<file path="src/design/psk_pkg.sv">
package psk_pkg;

	typedef logic [7:0] psk_page_t;

	// Special-register bus request, one cycle per access
	typedef struct packed {
		logic [7:0] addr;
		logic       wr;
		logic       rd;
		logic [7:0] wdata;
	} psk_sfr_req_t;

	// Register addresses
	localparam logic [7:0] PSK_ADDR_TOP    = 8'h84;
	localparam logic [7:0] PSK_ADDR_MIDDLE = 8'h85;
	localparam logic [7:0] PSK_ADDR_BOTTOM = 8'h86;
	localparam logic [7:0] PSK_ADDR_CTRL   = 8'h96;

	// Page on which the control register lives
	localparam psk_page_t PSK_CTRL_PAGE = 8'h0F;

	// Control register layout
	localparam int unsigned PSK_CTRL_EN_BIT = 0;

	// Reset and fill values
	localparam psk_page_t  PSK_PAGE_RESET  = 8'h00;
	localparam psk_page_t  PSK_PAGE_EMPTY  = 8'h00;
	localparam logic       PSK_EN_RESET    = 1'b1;
	localparam logic [7:0] PSK_RDATA_IDLE  = 8'h00;

endpackage : psk_pkg

</file>
<file path="src/design/psk_entry.sv">
`timescale 1ns/10ps
`default_nettype none

module psk_entry
	import psk_pkg::*;
(
	// Clock and reset
	input  wire logic      i_clock,
	input  wire logic      i_rst,
	// Stack movement
	input  wire logic      i_shift,
	input  wire psk_page_t i_shift_val,
	// Software write
	input  wire logic      i_wr,
	input  wire psk_page_t i_wr_val,
	// Stored page
	output var  psk_page_t o_q
);

	// Stack movement outranks a software write in the same cycle
	always_ff @(posedge i_clock or posedge i_rst)
	begin
		if (i_rst)
			o_q <= PSK_PAGE_RESET;
		else if (i_shift)
			o_q <= i_shift_val;
		else if (i_wr)
			o_q <= i_wr_val;
	end

endmodule : psk_entry

`default_nettype wire

</file>
<file path="src/design/psk_page_stack.sv">
// Notes on behaviour
// - Three-level stack: top, middle, bottom entries.
// - Stack shifts only on interrupt entry/return.
// - Middle/bottom writes change only that entry.
// - Bottom write stores value in third entry.
// - Return moves bottom value into middle.
// - Bottom read returns third entry, no effect.
// - Entry pushes top, middle down; loads source page.
// - Return: middle to top, bottom to zero.
// - Auto-page enable gates switching; resets enabled.
`timescale 1ns/10ps
`default_nettype none

module psk_page_stack
	import psk_pkg::*;
(
	// Clock and reset
	input  wire logic         i_clock,
	input  wire logic         i_rst,
	// Special-register bus
	input  wire psk_sfr_req_t i_sfr_req,
	output logic [7:0]        o_sfr_rdata,
	output logic              o_sfr_hit,
	// Interrupt sequencer
	input  wire logic         i_irq_enter,
	input  wire psk_page_t    i_irq_page,
	input  wire logic         i_irq_return,
	// Page state
	output psk_page_t         o_active_page,
	output logic              o_auto_page_switch_en
);

	////////////////////////////////////////////////////////////////////////
	// Decode

	function automatic logic psk_wr_hit(input psk_sfr_req_t req, input logic [7:0] addr);
		return req.wr && (req.addr == addr);
	endfunction : psk_wr_hit

	psk_page_t active_page_select;
	psk_page_t page_stack_middle;
	psk_page_t page_stack_bottom;
	logic      auto_page_switch_en_r;
	logic      push;
	logic      pop;
	logic      wr_top;
	logic      wr_middle;
	logic      wr_bottom;
	logic      wr_ctrl;
	logic      ctrl_visible;

	// Entry beats return if the sequencer ever raises both
	assign push         = i_irq_enter && auto_page_switch_en_r;
	assign pop          = i_irq_return && !i_irq_enter && auto_page_switch_en_r;
	assign ctrl_visible = (active_page_select == PSK_CTRL_PAGE);
	assign wr_top       = psk_wr_hit(i_sfr_req, PSK_ADDR_TOP);
	assign wr_middle    = psk_wr_hit(i_sfr_req, PSK_ADDR_MIDDLE);
	assign wr_bottom    = psk_wr_hit(i_sfr_req, PSK_ADDR_BOTTOM);
	assign wr_ctrl      = psk_wr_hit(i_sfr_req, PSK_ADDR_CTRL) && ctrl_visible;

	////////////////////////////////////////////////////////////////////////
	// Stack entries

	psk_page_t top_shift_val;
	psk_page_t middle_shift_val;
	psk_page_t bottom_shift_val;

	// Shift values for push and pop
	assign top_shift_val    = push ? i_irq_page : page_stack_middle;
	assign middle_shift_val = push ? active_page_select : page_stack_bottom;
	assign bottom_shift_val = push ? page_stack_middle : PSK_PAGE_EMPTY;

	// Top entry, the active page select
	psk_entry u_top
	(
		.i_clock     (i_clock),
		.i_rst       (i_rst),
		.i_shift     (push || pop),
		.i_shift_val (top_shift_val),
		.i_wr        (wr_top),
		.i_wr_val    (i_sfr_req.wdata),
		.o_q         (active_page_select)
	);

	// Middle entry
	psk_entry u_middle
	(
		.i_clock     (i_clock),
		.i_rst       (i_rst),
		.i_shift     (push || pop),
		.i_shift_val (middle_shift_val),
		.i_wr        (wr_middle),
		.i_wr_val    (i_sfr_req.wdata),
		.o_q         (page_stack_middle)
	);

	// Bottom entry
	psk_entry u_bottom
	(
		.i_clock     (i_clock),
		.i_rst       (i_rst),
		.i_shift     (push || pop),
		.i_shift_val (bottom_shift_val),
		.i_wr        (wr_bottom),
		.i_wr_val    (i_sfr_req.wdata),
		.o_q         (page_stack_bottom)
	);

	////////////////////////////////////////////////////////////////////////
	// Control register

	always_ff @(posedge i_clock or posedge i_rst)
	begin
		if (i_rst)
			auto_page_switch_en_r <= PSK_EN_RESET;
		else if (wr_ctrl)
			auto_page_switch_en_r <= i_sfr_req.wdata[PSK_CTRL_EN_BIT];
	end

	////////////////////////////////////////////////////////////////////////
	// Read port, registered so the bus sees flop outputs

	always_ff @(posedge i_clock or posedge i_rst)
	begin
		if (i_rst)
		begin
			o_sfr_rdata <= PSK_RDATA_IDLE;
			o_sfr_hit   <= 1'b0;
		end
		else if (i_sfr_req.rd)
		begin
			o_sfr_hit   <= 1'b1;
			unique case (i_sfr_req.addr)
				PSK_ADDR_TOP:    o_sfr_rdata <= active_page_select;
				PSK_ADDR_MIDDLE: o_sfr_rdata <= page_stack_middle;
				PSK_ADDR_BOTTOM: o_sfr_rdata <= page_stack_bottom;
				PSK_ADDR_CTRL:
				begin
					o_sfr_rdata <= PSK_RDATA_IDLE;
					o_sfr_rdata[PSK_CTRL_EN_BIT] <= auto_page_switch_en_r;
					o_sfr_hit   <= ctrl_visible;
				end
				default:
				begin
					// Other addresses belong to other blocks on the bus
					o_sfr_rdata <= PSK_RDATA_IDLE;
					o_sfr_hit   <= 1'b0;
				end
			endcase
		end
		else
		begin
			o_sfr_rdata <= PSK_RDATA_IDLE;
			o_sfr_hit   <= 1'b0;
		end
	end

	// Outputs taken straight from the entry and control flops
	assign o_active_page         = active_page_select;
	assign o_auto_page_switch_en = auto_page_switch_en_r;
endmodule : psk_page_stack

`default_nettype wire

</file>
<file path="config.mk">
export PLATFORM = sky130hd
export DESIGN_NAME = psk_page_stack
export DESIGN_NICKNAME = d
export VERILOG_FILES = /design/src/design/psk_pkg.sv /design/src/design/psk_entry.sv /design/src/design/psk_page_stack.sv
export SDC_FILE = /design/constraint.sdc
export NUM_CORES = 1
export LEC_CHECK = 0
export ABC_AREA = 1
export BUFFER_PORTS_ARGS = -buffer_cell sky130_fd_sc_hd__buf_2
export CAP_MARGIN = 20
export CORE_MARGIN = 2
export CORE_UTILIZATION = 55
export CTS_BUF_LIST = sky130_fd_sc_hd__clkbuf_8
export CTS_CLUSTER_DIAMETER = 100
export CTS_CLUSTER_SIZE = 28
export DETAILED_ROUTE_END_ITERATION = 8
export GPL_ROUTABILITY_DRIVEN = 0
export PLACE_DENSITY_LB_ADDON = 0.2
export SETUP_SLACK_MARGIN = 0.15
export SLEW_MARGIN = 40
export SYNTH_ARGS = -nofsm -noshare
export SYNTH_HDL_FRONTEND = slang
export SYNTH_SLANG_ARGS = --single-unit
export TNS_END_PERCENT = 30
</file>
<file path="constraint.sdc">
create_clock -name i_clock -period 3.75 [get_ports i_clock]
set_clock_uncertainty 0.05 [all_clocks]
set_input_delay 0.1875 -clock i_clock [delete_from_list [all_inputs] [get_ports i_clock]]
set_output_delay 0.1875 -clock i_clock [all_outputs]
set_load 0.01 [all_outputs]
</file>
[Word-level counts from Yosys, hierarchy flattened]
Cells that the tools add are included.
W data, S select, Z words.
Storage, ports and cells
  register bits: 34
  latch bits: 0
  RAM bits: 0
  ROM bits: 0
  input port bits: 30
  output and inout bits: 18
  logic and storage cells: 38
  memories kept: 0
Cells by class
  $add $sub $neg: 0
  multiply operators: 0
  divide/modulo/power cells: 0
  order comparisons: 0
  eq/ne operators: 5
  shift-type cells: 0
  mux-type cells: 13
  bitwise logic cells: 0
  reductions and logical operators: 14
Operator list (count)
  $mux W8: 10
  $eq A8 B8 Y1 const B: 4
  $pmux W8 S4: 1
  $eq A8 B4 Y1 const B: 1
  $logic_and A1 B1 Y1: 8
  $reduce_bool A2 Y1: 3
  $reduce_or A3 Y1: 1
  $pmux W1 S2: 1
  $logic_not A1 Y1: 1
  $logic_or A1 B1 Y1: 1
  $mux W1: 1

[Logic depth before layout (Yosys ltp)]
Gate-level depths: netlist of the first run.
  depth after elaboration: 5
  gate-level depth with buffers: 9
  depth with buffers taken out: 8

[By module]
Synthesis of the first run repeated with hierarchy kept, for this count alone.
Unflattened totals
  cells, all modules: 289
  area total of the unflattened synthesis: 2133.3 µm²
Modules (own cells, without submodules)
  psk_entry: instances 3, cells an instance 45, area an instance 377.9 µm², seq. area each 200.2 µm²
  psk_page_stack: instances 1, cells an instance 154, area an instance 999.7 µm², seq. area each 251.5 µm²

[Least setup slack after synthesis of the first run]
No wires, ideal clock.
  kind: reg-to-reg
  start point: register auto_page_switch_en_r (netlist: o_auto_page_switch_en)
  end point: register u_top.o_q[7]
  library setup time: 0.118 ns
  data arrival time: 1.196 ns
  data required time: 3.582 ns
  setup slack: 2.385 ns
  cell stages (with the launch flop): 8
  path buffers: 2
  clock period less this slack: 1.365 ns
  path through: dfstp_2 -> nand2_2 -> buf_6 -> buf_6 -> o21ai_1 -> nand2_1 -> nand2_1 -> o21ai_2
On the way
  word-level cells in the longest chain between the ends: 3
  elaborated cells on any way between the ends: 6
  classes of those cells: mux: 2; reduce/logical: 4
Ends and longest elaborated chain
  from (decl): RTL line psk_page_stack.sv:43  | logic auto_page_switch_en_r;
  from (signal assigned): RTL line psk_page_stack.sv:117  | auto_page_switch_en_r <= i_sfr_req.wdata[PSK_CTRL_EN_BIT];
  $logic_and A1 B1 Y1 (on tied branches): RTL line psk_page_stack.sv:53, psk_page_stack.sv:54
  $mux W8 or $logic_or A1 B1 Y1 (tied branches): RTL line psk_page_stack.sv:69, psk_page_stack.sv:78
  $mux W8 or $reduce_bool A2 Y1 (tied branches)
  to (signal assigned): RTL line psk_entry.sv:26  | o_q <= i_shift_val;
  to (signal assigned): RTL line psk_entry.sv:28  | o_q <= i_wr_val;
  to (decl): RTL line psk_entry.sv:17  | output var psk_page_t o_q
Several ways; a longest one is shown, not always the timed one.
A chain may end at the register's enable or synchronous reset.

[Worst setup path after layout of the first run]
  start point: register auto_page_switch_en_r (netlist: o_auto_page_switch_en)
  end point: register u_middle.o_q[1]
On the way
  word-level cells in the longest chain between the ends: 3
  elaborated cells on any way between the ends: 6
  classes of those cells: mux: 2; reduce/logical: 4
Ends and longest elaborated chain (RTL line)
  $logic_and A1 B1 Y1 (on tied branches): psk_page_stack.sv:53, psk_page_stack.sv:54
  $mux W8 or $logic_or A1 B1 Y1 (tied branches): psk_page_stack.sv:70, psk_page_stack.sv:90
  $mux W8 or $reduce_bool A2 Y1 (tied branches)
  to (signal assigned): psk_entry.sv:26
  to (signal assigned): psk_entry.sv:28
  to (decl): psk_entry.sv:17
Several ways; a longest one is shown, not always the timed one.

==> flow_summary_export.csv, run 1 <==
group,metric,value,unit
run_status,status,"finished clean",
floorplanning,fp.coreArea,0.00369,mm²
grt,antenna_found_initial,0,
setup_path,r2r_start,"o_auto_page_switch_en",
setup_path,worstPathArrival,1.82,ns
place,place_ws,2.13,ns
job,timing.max_cap.violations,0,
yosys,syn_nets,309,
grt,grt_overflow,0,
timing,fin_crit,1.65,ns
setup_path,path_max_fanout,38,
timing,report.final.slew_viol_count,0,
clocking,cts_buffers,5,
hold_path,min_from,"i_sfr_req[0]",
route,vias_per_cell,5.10,
place,post_dp_cell_area,0.00231,mm²
floorplanning,initial_core_util,57.6,%
pwr,leakage,1.38,nW
timing,rsz0062_at_grt,"false",
yosys,yosysTopAreaCell,"dfrtp_1",
setup_path,reg2reg_to,"u_middle.o_q[1]",
hold_path,min_path_cells,3,
yosys,synth_cells,279,
grt,grt_pass1_wl,7820,µm
floorplanning,die_w,66.1,µm
yosys,synth_top_area_share,38.9,%
floorplanning,die_h,66.1,µm
yosys,syn_area_per_cell,7.61,µm²
timing,tightest_slew,0.654,ns
clocking,root_buffer,"clkbuf_8",
floorplanning,ios,48,
floorplanning,die-area,0.00437,mm²
pwr,power_density,370,mW/mm²
yosys,netlist_area,0.00212,mm²
place,hpwl,3260,µm
grt,grt_pass1_vias,1680,
clocking,cts_resized,0,
timing,setup_viol,0,
timing,slew_headroom,56.2,%
layout,syn_to_final_growth,16.2,%
route,routed_wirelength,4510,µm
layout,nets,353,
layout,final_area,0.00247,mm²
pwr,power.total,912,µW
layout,antenna-diode-count,0,
yosys,synth.yosys.seq_area_share,40.1,%
yosys,ys_types,24,
yosys,yosys_warnings,0,
grt,grt_start_max_net_pins,39,
layout,nFillCells,356,
clocking,clock-sinks,34,
layout,drive_above_1_share,28.1,%
timing,tns,0,ns
floorplanning,row_count,22,
setup_path,reg2reg_depth,6,
setup_path,reg2reg_setup_slack,2.10,ns
route,drt_iter0_markers,82,
route,firstDrtPassIters,4,
clocking,clkTransAtPathRegs,0.07,ns
layout,final_cell_mix,"nand2_1, buf_2, o21ai_1, nand3_1, dfrtp_1",
hold_path,holdPathEnd,"o_auto_page_switch_en",
pwr,peakVddDrop,0.259,mV
yosys,synth_area_leaders,"dfrtp_1, nand2_1, o21ai_1, nand3_1, inv_1",
setup_path,critPathRequiredTime,3.91,ns
layout,layout_commonest_cell,"nand2_1",
timing,fmax,0.605,GHz
route,drc,0,
timing,worst_slack,2.10,ns
timing,post-route-period-util,44.1,%
route,ant_nets,0,
yosys,ys_seq_elements,34,
grt,globalRouteTotalUtil,23.3,%
clocking,clk_latency,0.28,ns
timing,hold_violations,0,
setup_path,worstSetupPathType,"flip-flop to flip-flop",
clocking,cts_tree,"yes",
route,routedWlPerCell,12.1,µm
route,num_vias,1896,
hold_path,min_path_type,"input pin to flip-flop",
clocking,cts_buffer_depth,2,
setup_path,timing.critical_path.from_type,"flip-flop",
place,place.port_buffers,47,
setup_path,end_kind,"flip-flop",
clocking,htree_levels,2,
==> worst max path at each step <==
stage	from	to	slack (ns)
floorplan	o_auto_page_switch_en	u_top.o_q[7]	2.39
global placement	o_auto_page_switch_en	u_middle.o_q[7]	2.18
detailed placement	o_auto_page_switch_en	u_middle.o_q[1]	2.13
CTS	o_auto_page_switch_en	u_middle.o_q[1]	2.12
global route	o_auto_page_switch_en	u_top.o_q[7]	1.93
finish	o_auto_page_switch_en	u_middle.o_q[1]	2.10
==> worst max-delay path, cell delays in order (launching register included) <==
cell,delay [ns]
dfstp_2,0.61
nand2_2,0.39
o21ai_0,0.26
o21ai_2,0.08
nand2_1,0.07
nand2_1,0.05
o21ai_1,0.07
==> registers in the layout (all words and copies together) (netlist names) <==
signal,cells
o_sfr_rdata,8
u_top.o_q,8
o_auto_page_switch_en,1
u_bottom.o_q,8
o_sfr_hit,1
u_middle.o_q,8
==> kinds of logic after synthesis <==
| group | after synthesis | synth area share, % |
|---|---|---|
| compound gates | 61 | 16.6 |
| buf+inv | 47 | 11.4 |
| simple gates | 137 | 31.8 |
| flops | 34 | 40.1 |
==> report_power, final <==
part / internal (mW) / switching, mW / total [mW]
Combinational: 0.0354 / 0.0584 / 0.0937
Sequential: 0.386 / 0.0157 / 0.402
Clock: 0.283 / 0.133 / 0.417
Total: 0.705 / 0.207 / 0.912
==> layer usage <==
metal,track usage (%),vias to the layer above,part of all wire [%]
li1,-,998,-
met1,33.0,827,49
met2,35.4,66,44
met3,6.30,5,6.5
met4,5.87,0,0.69
met5,0,-,0
==> synthesized netlist by cell type <==
| cell | instances |
|---|---|
| a21oi_1 | 1 |
| o21ai_2 | 9 |
| nand2_4 | 3 |
| buf_2 | 2 |
| nor2_2 | 1 |
| buf_4 | 3 |
| nand3_4 | 1 |
| nor2_4 | 1 |
| o21ai_1 | 43 |
| o211ai_1 | 1 |
| nand3_2 | 2 |
| nor2_1 | 8 |
| nand3_1 | 38 |
| inv_1 | 29 |
| dfrtp_1 | 33 |
| nand2_1 | 72 |
| nand4_1 | 2 |
| nor2_8 | 2 |
| inv_2 | 6 |
| dfstp_2 | 1 |
| o21ai_4 | 1 |
| nand2_2 | 7 |
| buf_6 | 7 |
| o21ai_0 | 6 |
==> through the flow <==
| stage | utilization [%] | hold slack (ns) | instances |
|---|---|---|---|
| after floorplan | - | 0.256 | 279 |
| after global placement | 62.8 | 0.376 | 363 |
| after detailed placement | 62.8 | 0.199 | 363 |
| after CTS | 66.9 | 0.103 | 372 |
| after global routing | 66.9 | 0.131 | 372 |
| final | 66.9 | 0.111 | 372 |
==> repair_timing <==
| action | in CTS | in global routing |
|---|---|---|
| setup buffers | 0 | 0 |
| hold buffers | 1 | 0 |
| hold endpoints to repair | 23 | 0 |
==> area by class of cell <==
type | count | area, µm² | share of cell area (%)
multi-input cells | 198 | 1030 | 41.7
flip-flops and latches | 34 | 852 | 34.5
repair buffers | 49 | 253 | 10.2
inverters | 35 | 131 | 5.32
clock buffers | 6 | 82.6 | 3.35
clock inverters | 2 | 60.1 | 2.43
well taps | 48 | 60.1 | 2.43
(Power assumes the default switching activity.)
==> run 2: changes to the inputs <==
Clock period 3.75 ns to 1.6 ns, I/O delays scaled along.
==> flow_summary_export.csv, run 2 (synthesis results as in run 1) <==
group,metric,value,unit
run_status,status,"finished clean",
layout,final_cell_mix,"nand2_1, buf_2, o21ai_1, nand3_1, dfrtp_1",
timing,rsz0062_at_grt,"false",
timing,slew_headroom,59.8,%
hold_path,min_path_type,"input pin to flip-flop",
grt,globalRouteTotalUtil,23.8,%
timing,fin_crit,1.37,ns
route,drt_iter0_markers,101,
layout,drive_above_1_share,28.6,%
route,drc,0,
floorplanning,die_h,66.1,µm
place,post_dp_cell_area,0.00234,mm²
layout,antenna-diode-count,0,
clocking,cts_buffer_depth,2,
pwr,peakVddDrop,0.561,mV
setup_path,cp_top_family,"flip-flops",
timing,tightest_slew,0.601,ns
pwr,p_int,1.45,mW
grt,grt_pass1_vias,1701,
pwr,p_sw_share,25.5,%
clocking,clkTransAtPathRegs,0.07,ns
layout,utilization,67.7,%
setup_path,end_kind,"flip-flop",
setup_path,worstSetupPathType,"flip-flop to flip-flop",
route,ant_nets,0,
clocking,htree_levels,2,
clocking,clk_latency,0.29,ns
setup_path,worst-path-buf-inv,0,
floorplanning,row_count,22,
setup_path,critPathRequiredTime,1.73,ns
timing,setup_viol,0,
pwr,clkPwrFrac,40.1,%
grt,grt_overflow,0,
timing,post-route-period-util,85.8,%
layout,final_area,0.00250,mm²
setup_path,worstPathArrival,1.50,ns
timing,fmax,0.729,GHz
floorplanning,ios,48,
route,routed_wirelength,4620,µm
floorplanning,fp.coreArea,0.00369,mm²
clocking,cts_tree,"yes",
setup_path,path_max_fanout,17,
floorplanning,die-area,0.00437,mm²
grt,grt_start_max_net_pins,39,
setup_path,slowest_delay,0.62,ns
timing,hold_violations,0,
timing,fin_hold_ws,0.0133,ns
job,timing.max_cap.violations,0,
place,place.port_buffers,47,
floorplanning,initial_core_util,57.6,%
route,firstDrtPassIters,4,
place,hpwl,3350,µm
pwr,power_density,779,mW/mm²
setup_path,path_cells,"o21ai_4, nand2_1, o21ai_1, nand2_1, o21ai_1",
layout,layout_commonest_cell,"nand2_1",
layout,nets,358,
pwr,power_frac_comb,11.5,%
setup_path,cpMaxStageDelayCell,"dfstp_2",
layout,syn_to_final_growth,17.6,%
clocking,cts_buffers,5,
clocking,root_buffer,"clkbuf_8",
route,vias_per_cell,5.14,
floorplanning,die_w,66.1,µm
route,num_vias,1937,
route,routedWlPerCell,12.2,µm
clocking,clock-sinks,34,
timing,tns,0,ns
pwr,leakage,1.41,nW
grt,antenna_found_initial,0,
pwr,power_frac_seq,48.4,%
timing,report.final.slew_viol_count,0,
setup_path,timing.critical_path.from_type,"flip-flop",
grt,grt_pass1_wl,7920,µm
pwr,p_switching,497,µW
[run 2: cell types whose count changed in the layout (fill, tap and decap cells not counted), sizes merged]
cell         delta
buf             +4
bufinv          -1
clkbuf          -1
clkinv          +2
dlygate4sd3     +1
[run 2: worst register-to-register path, cell delays in order, from the launching register on]
cell     delay [ns]
dfstp_2        0.62
o21ai_4        0.20
nand2_1        0.17
o21ai_1        0.09
nand2_1        0.07
o21ai_1        0.06
[run 2: path summary, 6_finish.rpt]
path	endpoint	slack (ns)	depth (start not counted)	from
setup / recovery	u_bottom.o_q[4]	0.23	5	o_auto_page_switch_en
hold / removal	o_sfr_rdata[3]	0.01	3	i_sfr_req[8]
setup reg to reg	u_bottom.o_q[4]	0.23	5	o_auto_page_switch_en
hold reg to reg	u_bottom.o_q[6]	0.50	2	u_bottom.o_q[6]
max in group asynchronous	o_auto_page_switch_en	0.77	4	i_rst
min in group asynchronous	o_sfr_rdata[7]	0.38	4	i_rst
[run 2: power groups by stage]
stage	logic [mW]	registers, mW	clock network [mW]
final	0.224	0.942	0.780
after global placement	0.217	0.954	0
after floorplan	0.132	0.951	0
after detailed placement	0.220	0.956	0
after global routing	0.254	0.947	0.831
after CTS	0.225	0.940	0.794
[run 2: repair_timing]
item                                   CTS  global route
hold buffers                             2             0
setup endpoints to repair                2            24
setup buffers                            0             1
gates resized for setup                  1             4
endpoints found under the hold margin   34             0
[run 2: layout make-up]
| class | instances | area (µm²) |
|---|---|---|
| Tap cell | 48 | 60.1 |
| Multi-Input combinational cell | 198 | 1040 |
| Clock inverter | 3 | 40.0 |
| Fill cell | 333 | 1190 |
| Inverter | 35 | 131 |
| Sequential cell | 34 | 852 |
| Clock buffer | 5 | 68.8 |
| Timing Repair Buffer | 54 | 305 |
[run 2: through the flow]
step | setup WS (ns) | power, mW | std cells
floorplan | 0.235 | 1.08 | 279
global placement | 0.219 | 1.17 | 366
detailed placement | 0.150 | 1.18 | 366
CTS | 0.158 | 1.96 | 376
global route | 0.133 | 2.03 | 377
finish | 0.227 | 1.95 | 377
[run 2: metal layers]
metal | track usage, % | share of wire [%] | wire, µm | vias up
li1 | - | - | - | 1009
met1 | 33.4 | 47 | 2170 | 860
met2 | 36.4 | 45 | 2070 | 64
met3 | 4.77 | 7.0 | 323 | 4
met4 | 8.42 | 1.1 | 51 | 0
met5 | 0 | 0 | 0 | -
